[src/logic/dmm_map.svh]
`ifndef DMM_MAP_SVH
`define DMM_MAP_SVH
`define DMM_LOC_INDIRECT   6'h00
`define DMM_LOC_TIMER      6'h01
`define DMM_LOC_PCL        6'h02
`define DMM_LOC_STATUS     6'h03
`define DMM_LOC_FSP        6'h04
`define DMM_LOC_PORT       6'h06
`define DMM_LOC_PWR        6'h08
`define DMM_LOC_WAKE       6'h09
`define DMM_LOC_PCHB       6'h0a
`define DMM_LOC_PULLLO     6'h0b
`define DMM_LOC_PULLHI     6'h0c
`define DMM_LOC_IEN        6'h0e
`define DMM_LOC_IFLG       6'h0f
`define DMM_SFR_LAST       6'h0f
`define DMM_RAM_FIRST      6'h10
`define DMM_RAM_LAST       6'h2f
`define DMM_F_PORTDIR      4'h6
`define DMM_F_PRESC        4'ha
`define DMM_F_BROWNOUT     4'hc
`define DMM_F_PWRAUX       4'hf
`define DMM_S_TBLPTR       4'h7
`define DMM_S_TBLDATA      4'h8
`define DMM_S_OSC          4'hf
`define DMM_STATUS_RESET   8'h18
`define DMM_PCL_RESET      9'h000
`define DMM_STAT_TO        4
`define DMM_STAT_PD        3
`define DMM_ZERO_BYTE      8'h00
`define DMM_PC_ONE         9'h001
`define DMM_PWR_RESET      8'h88
`define DMM_WAKE_RESET     8'h3f
`define DMM_PULLLO_RESET   8'hff
`define DMM_PULLHI_RESET   8'h3f
`define DMM_DIR_RESET      8'hff
`define DMM_TIMER_MAX      8'hff
`define DMM_TIMER_ONE      8'h01
`endif

[src/logic/dmm_pkg.sv]
package dmm_pkg;
  typedef enum logic [2:0] {
    DMM_SP_R = 3'b001,
    DMM_SP_F = 3'b010,
    DMM_SP_S = 3'b100
  } dmm_space_t;
  typedef struct packed {
    logic       valid;
    dmm_space_t space;
    logic       write;
    logic       direct;
    logic [5:0] opcode_loc;
    logic [7:0] wdata;
  } dmm_access_t;
  typedef enum logic [4:0] {
    DMM_PC_NEXT  = 5'b00001,
    DMM_PC_SJMP  = 5'b00010,
    DMM_PC_LJMP  = 5'b00100,
    DMM_PC_SCALL = 5'b01000,
    DMM_PC_LONG_CALL_OP = 5'b10000
  } dmm_pc_op_t;
  typedef struct packed {
    logic       step;
    dmm_pc_op_t op;
    logic [8:0] target;
  } dmm_pc_cmd_t;
  typedef struct packed {
    logic [2:0] spare;
    logic       timeout_flag_n;
    logic       powerdown_flag_n;
    logic       zero;
    logic       half_carry;
    logic       carry;
  } dmm_status_t;
endpackage

[src/logic/dmm_ram.sv]
`timescale 1ns/1ns
`include "dmm_map.svh"
module dmm_ram #(
  parameter int DEPTH = 32,
  parameter int AW    = 5
) (
  input  wire logic          clk,
  input  wire logic          we,
  input  wire logic [AW-1:0] addr,
  input  wire logic [7:0]    wdata,
  output logic      [7:0]    rdata
);
  logic [7:0] mem_reg [DEPTH];
  initial begin
    if (DEPTH > (1 << AW)) $error("dmm_ram depth exceeds address space");
  end
  // Plain storage; general RAM has no reset value
  always_ff @(posedge clk) begin
    if (we) begin
      mem_reg[addr] <= wdata;
    end
  end
  assign rdata = mem_reg[addr];
endmodule // dmm_ram

[src/logic/dmm_pc.sv]
`timescale 1ns/1ns
`include "dmm_map.svh"
module dmm_pc
  import dmm_pkg::*;
(
  input  wire logic        clk,
  input  wire logic        reset_n,
  input  dmm_pkg::dmm_pc_cmd_t cmd,
  input  wire logic        pcl_we,
  input  wire logic [7:0]  pcl_wdata,
  input  wire logic        pch_buf0,
  output logic      [8:0]  pc,
  output logic             push,
  output logic      [8:0]  push_addr
);
  logic [8:0] pc_reg;
  logic [8:0] pc_next;
  logic [8:0] pc_inc;
  assign pc_inc = pc_reg + `DMM_PC_ONE;
  always_comb begin
    pc_next = pc_reg;
    if (cmd.step) begin
      case (cmd.op)
        DMM_PC_SJMP, DMM_PC_LJMP: pc_next = cmd.target;
        DMM_PC_SCALL: pc_next = {pch_buf0, cmd.target[7:0]};
        DMM_PC_LONG_CALL_OP: pc_next = cmd.target;
        default: pc_next = pcl_we ? {pch_buf0, pcl_wdata} : pc_inc;
      endcase
    end
  end
  // Bit 8 comes from the buffer, an instruction word or the carry of the increment
  always_ff @(posedge clk) begin
    if (!reset_n) begin
      pc_reg <= `DMM_PCL_RESET;
    end else begin
      pc_reg <= pc_next;
    end
  end
  assign pc = pc_reg;
  assign push = cmd.step &&
    (cmd.op == DMM_PC_SCALL || cmd.op == DMM_PC_LONG_CALL_OP);
  assign push_addr = pc_inc;
endmodule // dmm_pc

[src/logic/dmm_core.sv]
`timescale 1ns/1ns
`include "dmm_map.svh"
module dmm_core
  import dmm_pkg::*;
#(
  parameter int RAM_DEPTH = 32
) (
  input  wire logic          clk,
  input  wire logic          reset_n,
  input  dmm_pkg::dmm_access_t acc,
  output logic      [7:0]    rdata,
  input  dmm_pkg::dmm_pc_cmd_t pc_cmd,
  output logic      [8:0]    pc,
  output logic               stack_push,
  output logic      [8:0]    stack_push_addr,
  input  wire logic          alu_flags_we,
  input  wire logic [2:0]    alu_flags,
  input  wire logic          sleep_op,
  input  wire logic          clrwdt_op,
  input  wire logic          wdt_timeout,
  input  wire logic [1:0]    timer_src_sel,
  input  wire logic          inst_clk_tick,
  input  wire logic          ext_timer_clock,
  input  wire logic          low_osc_clock,
  input  wire logic [5:0]    port_pins,
  output logic      [7:0]    port_data,
  output logic      [7:0]    port_direction_reg,
  output logic      [7:0]    power_control,
  output logic      [7:0]    pull_low_control,
  output logic      [7:0]    pull_high_control,
  output logic      [7:0]    interrupt_enable,
  output logic               timer_overflow
);
  initial begin
    if (RAM_DEPTH != 32) $error("dmm_core needs 32 RAM locations");
  end
  logic [7:0] fsp_reg;
  dmm_status_t status_reg;
  logic [7:0] port_reg, pwr_reg, wake_reg, pchb_reg, pl_reg, ph_reg;
  logic [7:0] ien_reg, iflg_reg, timer_reg;
  logic [7:0] fdir_reg, fpresc_reg, fbod_reg, fpaux_reg;
  logic [7:0] stp_reg, std_reg, sosc_reg;
  logic [1:0] bank_selector;
  logic [5:0] loc;
  logic [7:0] flat_addr;
  logic       r_acc, f_acc, s_acc, wr, is_sfr, is_ram;
  logic       ram_we;
  logic [7:0] ram_rdata;
  logic [2:0] ext_sync, lo_sync;
  logic       src_tick;

  assign bank_selector = fsp_reg[7:6];
  assign r_acc = acc.valid && acc.space == DMM_SP_R;
  assign f_acc = acc.valid && acc.space == DMM_SP_F;
  assign s_acc = acc.valid && acc.space == DMM_SP_S;
  assign wr = acc.write;
  // Indirect port swaps the opcode location for the pointer location
  assign loc = (acc.direct && acc.opcode_loc != `DMM_LOC_INDIRECT) ?
               acc.opcode_loc : fsp_reg[5:0];
  assign flat_addr = {bank_selector, loc};
  // Bank bits dropped below: every bank aliases to bank zero
  assign is_sfr = r_acc && loc <= `DMM_SFR_LAST;
  assign is_ram = r_acc && loc >= `DMM_RAM_FIRST
                  && loc <= `DMM_RAM_LAST;
  assign ram_we = is_ram && wr;

  dmm_ram #(.DEPTH(RAM_DEPTH), .AW(5)) u_ram (
    .clk   (clk),
    .we    (ram_we),
    .addr  (5'(loc - `DMM_RAM_FIRST)),
    .wdata (acc.wdata),
    .rdata (ram_rdata)
  );

  function automatic logic sfr_w(input logic [5:0] l);
    sfr_w = is_sfr && wr && loc == l;
  endfunction

  dmm_pc u_pc (
    .clk       (clk),
    .reset_n   (reset_n),
    .cmd       (pc_cmd),
    .pcl_we    (sfr_w(`DMM_LOC_PCL)),
    .pcl_wdata (acc.wdata),
    .pch_buf0  (pchb_reg[0]),
    .pc        (pc),
    .push      (stack_push),
    .push_addr (stack_push_addr)
  );

  // Register page storage
  always_ff @(posedge clk) begin
    if (!reset_n) begin
      fsp_reg  <= `DMM_ZERO_BYTE;
      port_reg <= `DMM_ZERO_BYTE;
      pwr_reg  <= `DMM_PWR_RESET;
      wake_reg <= `DMM_WAKE_RESET;
      pchb_reg <= `DMM_ZERO_BYTE;
      pl_reg   <= `DMM_PULLLO_RESET;
      ph_reg   <= `DMM_PULLHI_RESET;
      ien_reg  <= `DMM_ZERO_BYTE;
      iflg_reg <= `DMM_ZERO_BYTE;
    end else begin
      if (sfr_w(`DMM_LOC_FSP))    fsp_reg  <= acc.wdata;
      if (sfr_w(`DMM_LOC_PORT))   port_reg <= acc.wdata;
      if (sfr_w(`DMM_LOC_PWR))    pwr_reg  <= acc.wdata;
      if (sfr_w(`DMM_LOC_WAKE))   wake_reg <= acc.wdata;
      if (sfr_w(`DMM_LOC_PCHB))   pchb_reg <= acc.wdata;
      if (sfr_w(`DMM_LOC_PULLLO)) pl_reg   <= acc.wdata;
      if (sfr_w(`DMM_LOC_PULLHI)) ph_reg   <= acc.wdata;
      if (sfr_w(`DMM_LOC_IEN))    ien_reg  <= acc.wdata;
      // Overflow set wins over a software clear in the same cycle
      if (sfr_w(`DMM_LOC_IFLG))   iflg_reg <= acc.wdata;
      if (timer_overflow)         iflg_reg[0] <= 1'b1;
    end
  end

  // F and S pages: four-bit location, bank bits never looked at
  always_ff @(posedge clk) begin
    if (!reset_n) begin
      fdir_reg   <= `DMM_DIR_RESET;
      fpresc_reg <= `DMM_ZERO_BYTE;
      fbod_reg   <= `DMM_ZERO_BYTE;
      fpaux_reg  <= `DMM_ZERO_BYTE;
      stp_reg    <= `DMM_ZERO_BYTE;
      std_reg    <= `DMM_ZERO_BYTE;
      sosc_reg   <= `DMM_ZERO_BYTE;
    end else if (wr) begin
      if (f_acc && acc.opcode_loc[5:4] == 2'b00) begin
        case (acc.opcode_loc[3:0])
          `DMM_F_PORTDIR:  fdir_reg   <= acc.wdata;
          `DMM_F_PRESC:    fpresc_reg <= acc.wdata;
          `DMM_F_BROWNOUT: fbod_reg   <= acc.wdata;
          `DMM_F_PWRAUX:   fpaux_reg  <= acc.wdata;
          default: ;
        endcase
      end
      if (s_acc && acc.opcode_loc[5:4] == 2'b00) begin
        case (acc.opcode_loc[3:0])
          `DMM_S_TBLPTR:  stp_reg  <= acc.wdata;
          `DMM_S_TBLDATA: std_reg  <= acc.wdata;
          `DMM_S_OSC:     sosc_reg <= acc.wdata;
          default: ;
        endcase
      end
    end
  end

  // Status: instruction events outrank a software write of the flags
  always_ff @(posedge clk) begin
    if (!reset_n) begin
      status_reg <= `DMM_STATUS_RESET;
    end else begin
      if (sfr_w(`DMM_LOC_STATUS)) status_reg <= acc.wdata;
      if (alu_flags_we) status_reg[2:0] <= alu_flags;
      if (clrwdt_op) begin
        status_reg.timeout_flag_n   <= 1'b1;
        status_reg.powerdown_flag_n <= 1'b1;
      end
      if (sleep_op) begin
        status_reg.timeout_flag_n   <= 1'b1;
        status_reg.powerdown_flag_n <= 1'b0;
      end
      if (wdt_timeout) status_reg.timeout_flag_n <= 1'b0;
    end
  end

  // External clocks synchronised; only the second and third stage feed edges
  always_ff @(posedge clk) begin
    if (!reset_n) begin
      ext_sync <= 3'b000;
      lo_sync  <= 3'b000;
    end else begin
      ext_sync <= {ext_sync[1:0], ext_timer_clock};
      lo_sync  <= {lo_sync[1:0], low_osc_clock};
    end
  end
  always_comb begin
    case (timer_src_sel)
      2'b01:   src_tick = ext_sync[1] & ~ext_sync[2];
      2'b10:   src_tick = lo_sync[1] & ~lo_sync[2];
      default: src_tick = inst_clk_tick;
    endcase
  end

  // Timer: a write wins over a count tick in the same cycle
  always_ff @(posedge clk) begin
    if (!reset_n) begin
      timer_reg <= `DMM_ZERO_BYTE;
    end else if (sfr_w(`DMM_LOC_TIMER)) begin
      timer_reg <= acc.wdata;
    end else if (src_tick) begin
      timer_reg <= timer_reg + `DMM_TIMER_ONE;
    end
  end
  assign timer_overflow = src_tick && !sfr_w(`DMM_LOC_TIMER)
                          && timer_reg == `DMM_TIMER_MAX;

  // Read mux
  always_comb begin
    rdata = `DMM_ZERO_BYTE;
    if (is_ram) begin
      rdata = ram_rdata;
    end else if (is_sfr) begin
      case (loc[5:0])
        `DMM_LOC_INDIRECT: rdata = `DMM_ZERO_BYTE;
        `DMM_LOC_TIMER:    rdata = timer_reg;
        `DMM_LOC_PCL:      rdata = pc[7:0];
        `DMM_LOC_STATUS:   rdata = status_reg;
        `DMM_LOC_FSP:      rdata = fsp_reg;
        `DMM_LOC_PORT:     rdata = {port_reg[7:6], port_pins};
        `DMM_LOC_PWR:      rdata = pwr_reg;
        `DMM_LOC_WAKE:     rdata = wake_reg;
        `DMM_LOC_PCHB:     rdata = pchb_reg;
        `DMM_LOC_PULLLO:   rdata = pl_reg;
        `DMM_LOC_PULLHI:   rdata = ph_reg;
        `DMM_LOC_IEN:      rdata = ien_reg;
        `DMM_LOC_IFLG:     rdata = iflg_reg;
        default:           rdata = `DMM_ZERO_BYTE;
      endcase
    end else if (f_acc && !wr && acc.opcode_loc[5:4] == 2'b00) begin
      case (acc.opcode_loc[3:0])
        `DMM_F_PORTDIR:  rdata = fdir_reg;
        `DMM_F_PRESC:    rdata = fpresc_reg;
        `DMM_F_BROWNOUT: rdata = fbod_reg;
        `DMM_F_PWRAUX:   rdata = fpaux_reg;
        default:         rdata = `DMM_ZERO_BYTE;
      endcase
    end else if (s_acc && !wr && acc.opcode_loc[5:4] == 2'b00) begin
      case (acc.opcode_loc[3:0])
        `DMM_S_TBLPTR:  rdata = stp_reg;
        `DMM_S_TBLDATA: rdata = std_reg;
        `DMM_S_OSC:     rdata = sosc_reg;
        default:        rdata = `DMM_ZERO_BYTE;
      endcase
    end
  end

  assign port_data          = port_reg;
  assign port_direction_reg = fdir_reg;
  assign power_control      = pwr_reg;
  assign pull_low_control   = pl_reg;
  assign pull_high_control  = ph_reg;
  assign interrupt_enable   = ien_reg;

  timer_write_a: assert property (@(posedge clk) disable iff (!reset_n)
    sfr_w(`DMM_LOC_TIMER) |=> timer_reg == $past(acc.wdata))
    else $error("timer write not taken");
  sleep_flags_a: assert property (@(posedge clk) disable iff (!reset_n)
    sleep_op && !wdt_timeout |=> !status_reg.powerdown_flag_n
    && status_reg.timeout_flag_n)
    else $error("sleep flags wrong");
  wdt_flag_a: assert property (@(posedge clk) disable iff (!reset_n)
    wdt_timeout |=> !status_reg.timeout_flag_n)
    else $error("timeout flag not cleared");
  ljump_a: assert property (@(posedge clk) disable iff (!reset_n)
    pc_cmd.step && pc_cmd.op == DMM_PC_LJMP
    |-> !stack_push ##1 pc == $past(pc_cmd.target))
    else $error("jump target wrong");
  scall_a: assert property (@(posedge clk) disable iff (!reset_n)
    pc_cmd.step && pc_cmd.op == DMM_PC_SCALL |-> stack_push
    ##1 pc == {$past(pchb_reg[0]), $past(pc_cmd.target[7:0])})
    else $error("short call wrong");
  long_call_op_a: assert property (@(posedge clk) disable iff (!reset_n)
    pc_cmd.step && pc_cmd.op == DMM_PC_LONG_CALL_OP
    |-> stack_push_addr == 9'(pc + 9'h001))
    else $error("call push address wrong");
  pc_step_a: assert property (@(posedge clk) disable iff (!reset_n)
    pc_cmd.step && pc_cmd.op == DMM_PC_NEXT && !sfr_w(`DMM_LOC_PCL)
    |=> pc == 9'($past(pc) + 9'h001))
    else $error("pc did not step");
  timer_read_a: assert property (@(posedge clk) disable iff (!reset_n)
    is_sfr && loc == `DMM_LOC_TIMER |-> rdata == timer_reg)
    else $error("timer read not live");
  unassigned_a: assert property (@(posedge clk) disable iff (!reset_n)
    is_sfr && (loc == 6'h05 || loc == 6'h07 || loc == 6'h0d)
    |-> rdata == 8'h00)
    else $error("unassigned read not zero");
  alias_a: assert property (@(posedge clk) disable iff (!reset_n)
    sfr_w(`DMM_LOC_FSP) && acc.direct ##1 r_acc && acc.direct && !wr
    && acc.opcode_loc == `DMM_LOC_FSP
    |-> rdata == $past(acc.wdata))
    else $error("pointer alias read wrong");
  call_c: cover property (@(posedge clk)
    pc_cmd.step && pc_cmd.op == DMM_PC_SCALL);
  indirect_c: cover property (@(posedge clk)
    r_acc && acc.direct && acc.opcode_loc == `DMM_LOC_INDIRECT && is_ram);
  ovf_c: cover property (@(posedge clk) timer_overflow);
  fpage_c: cover property (@(posedge clk) f_acc && wr);
endmodule // dmm_core

[config.mk]
export PLATFORM = sky130hd
export DESIGN_NAME = dmm_core
export DESIGN_NICKNAME = d
export VERILOG_FILES = /design/src/logic/dmm_pkg.sv /design/src/logic/dmm_ram.sv /design/src/logic/dmm_pc.sv /design/src/logic/dmm_core.sv
export VERILOG_INCLUDE_DIRS = /design/src /design/src/logic
export SDC_FILE = /design/constraint.sdc
export NUM_CORES = 1
export LEC_CHECK = 0
export ABC_AREA = 1
export BUFFER_PORTS_ARGS = -buffer_cell sky130_fd_sc_hd__buf_2
export CAP_MARGIN = 15
export CORE_MARGIN = 2
export CORE_UTILIZATION = 40
export CTS_CLUSTER_SIZE = 24
export DETAILED_ROUTE_END_ITERATION = 10
export MAX_ROUTING_LAYER = met4
export PLACE_DENSITY = 0.6
export SLEW_MARGIN = 20
export SYNTH_ARGS = -nofsm -noshare
export SYNTH_HDL_FRONTEND = slang
export SYNTH_SLANG_ARGS = --single-unit
[constraint.sdc]
create_clock -name clk -period 2.8 [get_ports clk]
set_clock_uncertainty 0.2 [all_clocks]
set_input_delay 0.42 -clock clk [delete_from_list [all_inputs] [get_ports clk]]
set_output_delay 0.42 -clock clk [all_outputs]
set_load 0.005 [all_outputs]
==> impl_metrics.yaml, run 1 <==
status:
  outcome: "finished with violations"
  violations: "setup timing"
power:
  power.leakage_uw: 0.0104
  peakVddDrop_mv: 0.536
  fin_total_pwr_uw: 14200
  power.density_nw_per_um2: 584
clocking:
  cts_sinks: 415
  htreeDepth: 2
  clock_latency_ps: 600
  clockRootBuffer: "clkbuf_16"
  clock_path_buffers: 3
  cts.clk_slew.worst_paths_ps: 60
  tritoncts: "yes"
  numCtsBuffers: 46
global_routing:
  grt_pass1_vias: 15500
  grt_first_pass_wirelength_mm: 91.1
  overflow: 0
  grtUsageTotal_pct: 25.6
  grt_max_degree: 83
  antenna_found_initial: 0
synthesis:
  avgSynthCellArea_um2: 8.79
  synth_area_um2: 18600
  ys_types: 42
  synth-edff-count: 256
  synth_ff_type: "edfxtp_1"
  async_flop_share_pct: 0
  ys_seq_elements: 415
  synth-seq-area-share_pct: 58.5
  synth_fp_nets: 2175
  yosysWarnings: 0
  netlist_instances: 2116
detailed_routing:
  routedWlPerCell_um: 19.9
  drc: 0
  ant_nets: 0
  routed_via_density: 5.33
  drt_first_pass_iters: 5
  vias: 16300
  drtIter0Drc: 1566
  wl_mm: 60.8
sta:
  rsz0062_at_grt: "true"
  setup_viol: 9
  fin_ws_ps: -367
  fin_crit_sh_pct: 113
  fmax_mhz: 316
  slew_headroom_pct: 44.7
  worst_pin_slew_ps: 824
  slew_viol_final: 0
  layout_min_cycle_time_ps: 3170
  hold_viol: 0
  holdWs_ps: 43.8
setup_path:
  r2r_start: "fsp_reg[5]"
  cp_max_fo: 7
  crit_top_cell: "nand2_2"
  worstPathArrival_ps: 2550
  cp_slowest_cell: "dfxtp_2"
  slowest_delay_ps: 370
  critPathTopFamily: "simple AND/OR/NAND/NOR gates"
  worstSetupStartpointType: "flop"
  critical_path.cell_chain: "buf_6, inv_4, nand2_8, nand2_8, buf_12, clkbuf_16, nand2_2, nand2_2, nand2_1, a21oi_1, nor2_1, nand2_2, nand3_2, nand3_2, buf_2"
  crit_path_start: "fsp_reg[0]"
  regToRegSetupSlack_ps: 110
  end_kind: "primary output"
  crit_type: "reg -> out"
  path_buf_inv: 5
  cp_data_required_time_ps: 2180
placement:
  gp_congestion: 0.952
  dp_hpwl_mm: 39.1
  placed_cells: 2922
  placement.io_buffers: 130
floorplan:
  core.rowCount: 78
  coreArea_um2: 45700
  ios: 131
  start_util_pct: 40.7
  die_w_um: 220
  die_y_um: 220
  dieArea_um2: 48200
finish:
  nets: 2484
  layoutNonFillerInstCount: 3062
  area_delta_synth_final_pct: 31.0
  n_antenna_cell: 0
  largest_reg_flops: 256
  drive_above_1_share_pct: 25.1
hold_path:
  hold_path_class: "in -> reg"
  hold_path_startpoint: "pc_cmd[14]"
job:
  drv_cap: 0
-- cell type report --
type                    count  area, µm²
clock buffers              58       1260
clock inverters            27        318
fillers                  4119      21300
inverters                 125        478
multi-input cells        1460       7510
flip-flops and latches    415      10900
well taps                 600        751
repair buffers            377       3170
-- synth_stat cells, drive strengths merged, types with 4 or more instances --
library cell	instances	area [µm²]
nor2	115	502
inv	115	432
nor3	9	101
clkbuf	58	218
xnor2	4	35.0
clkinv	10	37.5
o211ai	40	300
o21ai	121	606
nand4	5	31.3
a31oi	4	25.0
buf	59	294
o22ai	8	50.1
o221ai	8	70.1
dfxtp	159	3180
ha	4	50.1
xor2	8	70.1
a21oi	165	826
nand3	234	1180
a221oi	9	78.8
edfxtp	256	7690
nand2	716	2740
-- worst min-delay path: stages --
cell	delay [ps]
buf_2	160
o21ai_0	150
a21oi_1	40
-- per-stage QoR --
step	setup WS [ps]	TNS [ps]	cell area, µm²	util (%)
finish	-367	-2880	24400	53.3
global route	-441	-4060	24400	53.3
CTS	-330	-2560	23700	51.8
detailed placement	-566	-73050	21300	46.5
global placement	-544	-47350	21300	46.5
floorplan	117	0	18600	-
-- metal layers --
metal  GRT usage (%)  routed length, µm  vias to the layer above
li1                -                  -                     7798
met1            34.4              26500                     7794
met2            39.9              28400                      602
met3            3.01               3910                      119
met4            9.40               2080                        0
met5               -                  0                        -
-- cell usage in the layout (no fill, tap or decap), types with 5 or more instances in the layout --
master / count
nand3_1: 195
nand2_8: 6
buf_2: 127
nand2_2: 54
inv_2: 7
bufinv_16: 6
o22ai_1: 8
clkbuf_1: 7
inv_1: 107
buf_6: 15
nor2_2: 21
xor2_1: 8
nand3_4: 8
nand4_1: 5
a21oi_2: 17
dfxtp_1: 156
buf_4: 170
nor3_4: 6
dlygate4sd3_1: 24
clkinv_2: 7
edfxtp_1: 256
nor2_4: 16
clkinv_1: 14
o21ai_0: 112
clkbuf_16: 52
o211ai_1: 40
nor2_1: 76
a221oi_1: 9
nand2_1: 642
o21ai_1: 8
nand2_4: 15
o221ai_1: 8
buf_12: 28
a21oi_1: 147
nand3_2: 31
-- power by group --
| group | internal (µW) | switching [µW] | leakage, µW |
|---|---|---|---|
| Combinational | 492 | 861 | 0.00601 |
| Clock | 3760 | 2580 | 0.000762 |
| Sequential | 6500 | 25.6 | 0.00359 |
| Total | 10700 | 3470 | 0.0104 |
-- final timing paths --
check,end,cells past startpoint
worst min-delay path,u_pc.pc[8],3
worst min register to register,ext_sync[1],2
worst max-delay path,rdata[1],15
worst max register to register,status_reg[1],13
-- kinds of logic after synthesis --
kind of cell / Yosys count / share of synthesized area (%)
and+or+nand+nor: 1085 / 24.8
adders and majority gates: 4 / 0.269
buffers and inverters: 242 / 5.28
DFF: 415 / 58.5
xor gates and xnor gates: 12 / 0.565
AOI/OAI and AO/OA: 358 / 10.6
-- timing repair --
item                                   in CTS  in global routing
gates resized for setup                   110                120
setup endpoints to repair                   9                 18
gates cloned                                4                  7
hold buffers                               24                  0
endpoints found under the hold margin      16                  0
setup buffers                               8                 14
pin swaps                                  31                 74
No activity file was read; power rests on OpenSTA's default activity.
==> inputs of run 2 (changes only) <==
--- a/config.mk
+++ b/config.mk
@@ -11,9 +11,8 @@
 export CAP_MARGIN = 15
 export CORE_MARGIN = 2
-export CORE_UTILIZATION = 40
+export CORE_UTILIZATION = 55
 export CTS_CLUSTER_SIZE = 24
 export DETAILED_ROUTE_END_ITERATION = 10
-export MAX_ROUTING_LAYER = met4
-export PLACE_DENSITY = 0.6
+export PLACE_DENSITY = 0.78
 export SLEW_MARGIN = 20
 export SYNTH_ARGS = -nofsm -noshare
==> constraint.sdc (replaced) <==
create_clock -name clk -period 2.8 [get_ports clk]
set_clock_uncertainty 0.2 [all_clocks]
set_input_delay 0.42 -clock clk [delete_from_list [all_inputs] [get_ports clk]]
set_output_delay 0.42 -clock clk [all_outputs]
set_load 0.02 [all_outputs]
==> impl_metrics.yaml, run 2 (synthesis results as in run 1) <==
status:
  outcome: "finished with violations"
  violations: "setup timing"
setup_path:
  crit_type: "in -> out"
  crit_top_cell: "nand2_1"
  slowest_delay_ps: 170
  cp_max_fo: 7
  worstPathArrival_ps: 2510
  ff2ff_path_depth: 10
  cp_slowest_cell: "buf_12"
  worstSetupStartpointType: "primary input"
  regToRegSetupSlack_ps: 360
  critical_path.cell_chain: "buf_8, nor2_4, nand3_4, nand2_4, buf_4, nand2_4, buf_12, clkbuf_16, nand3_1, nand2_1, nand2_1, nand2_1, nand2_1, nand2_2, nor2_2, nand2_1, nand3_2, nand3_2, buf_6"
  end_kind: "primary output"
  cp_data_required_time_ps: 2180
detailed_routing:
  ant_nets: 0
  drc: 0
  routed_via_density: 6.04
  routedWlPerCell_um: 20.8
  drtIter0Drc: 2256
  drt_first_pass_iters: 8
  wl_mm: 60.3
  vias: 17500
finish:
  layoutNonFillerInstCount: 2893
  drive_above_1_share_pct: 23.8
  area_delta_synth_final_pct: 29.5
  final_cell_mix: "645 x nand2_1, 256 x edfxtp_1, 201 x nand3_1"
  nets: 2474
  fillers: 2219
  fin_area_um2: 24100
  n_antenna_cell: 0
  final_common_cell: "nand2_1"
  largest_reg_flops: 256
sta:
  slew_viol_final: 0
  holdWs_ps: 38.0
  fin_ws_ps: -331
  rsz0062_at_grt: "true"
  slew_headroom_pct: 43.3
  fin_crit_sh_pct: 112
  setup_viol: 9
  layout_min_cycle_time_ps: 3130
  fmax_mhz: 319
  hold_viol: 0
  worst_pin_slew_ps: 850
  tns_ps: -2370
floorplan:
  dieArea_um2: 35300
  die_w_um: 188
  start_util_pct: 55.6
  coreArea_um2: 33400
  ios: 131
  die_y_um: 188
  core.rowCount: 67
global_routing:
  grtUsageTotal_pct: 32.2
  overflow: 0
  grt_max_degree: 67
  grt_first_pass_wirelength_mm: 89.1
  antenna_found_initial: 0
  grt_pass1_vias: 16300
clocking:
  numCtsBuffers: 43
  htreeDepth: 2
  clock_path_buffers: 3
  tritoncts: "yes"
  clockRootBuffer: "clkbuf_16"
  cts_sinks: 415
  clock_latency_ps: 540
  cts.clk_slew.worst_paths_ps: 60
power:
  power.density_nw_per_um2: 560
  peakVddDrop_mv: 0.551
  fin_total_pwr_uw: 13500
  power.leakage_uw: 0.0103
placement:
  dp_hpwl_mm: 36.9
  gp_congestion: 0.918
  placement.io_buffers: 130
  placed_area_um2: 21000
  placed_cells: 2763
hold_path:
  hold_path_class: "in -> reg"
  holdPathStages: 5
job:
  drv_cap: 0
-- run 2: changes by cell type in the layout (fill, tap and decap cells not counted), sizes merged --
cell | previous run | this run
nand2 | 717 | 716
clkbuf | 64 | 70
inv | 119 | 115
bufinv | 6 | 1
dlygate4sd3 | 24 | 19
clkinv | 23 | 18
bufbuf | 2 | 3
buf | 345 | 341
-- run 2: final cells by class --
type	count	area (µm²)	share of cell area (%)
clock buffers	62	1270	5.29
clock inverters	13	91.3	0.379
flip-flops and latches	415	10900	45.2
multi-input cells	1459	7400	30.7
inverters	125	494	2.05
well taps	448	561	2.33
repair buffers	371	3380	14.0
-- run 2: stage by stage --
stage	utilization, %	setup WS [ps]
floorplan	-	117
global placement	62.8	-451
detailed placement	62.8	-507
CTS	70.4	-215
global route	72.0	-393
finish	72.0	-331
-- run 2: critical path, delay by kind of cell --
family        cells  cell delay, ps
simple gates     14            1360
buf+inv           5             710
-- run 2: repair_timing --
item                                    in CTS  in global routing
gates resized for setup                    174                 74
endpoints found under the setup margin       9                  9
hold buffers                                19                  0
pin swaps                                   40                 54
cloned                                       7                  9
endpoints found under the hold margin       16                  0
buffers inserted                            15                  5
-- run 2: worst paths after layout --
path                    start                    to
setup / recovery       acc[8]              rdata[4]
hold / removal      clrwdt_op         status_reg[3]
setup reg to reg   fsp_reg[4]  u_ram.mem_reg[17][1]
hold reg to reg   ext_sync[0]           ext_sync[1]
-- run 2: routing by layer --
layer	up-vias	wire, µm	part of all wire [%]	track usage (%)
li1	7772	-	-	-
met4	0	2870	4.8	13.2
met2	1265	27900	46	51.5
met5	-	0	0	0
met1	8174	22700	38	44.0
met3	249	6750	11	5.37
-- run 2: where the power goes --
part / internal, µW / switching [µW] / total (µW)
combinational: 512 / 872 / 1380
clock: 3240 / 2330 / 5570
sequential: 6500 / 25.9 / 6530
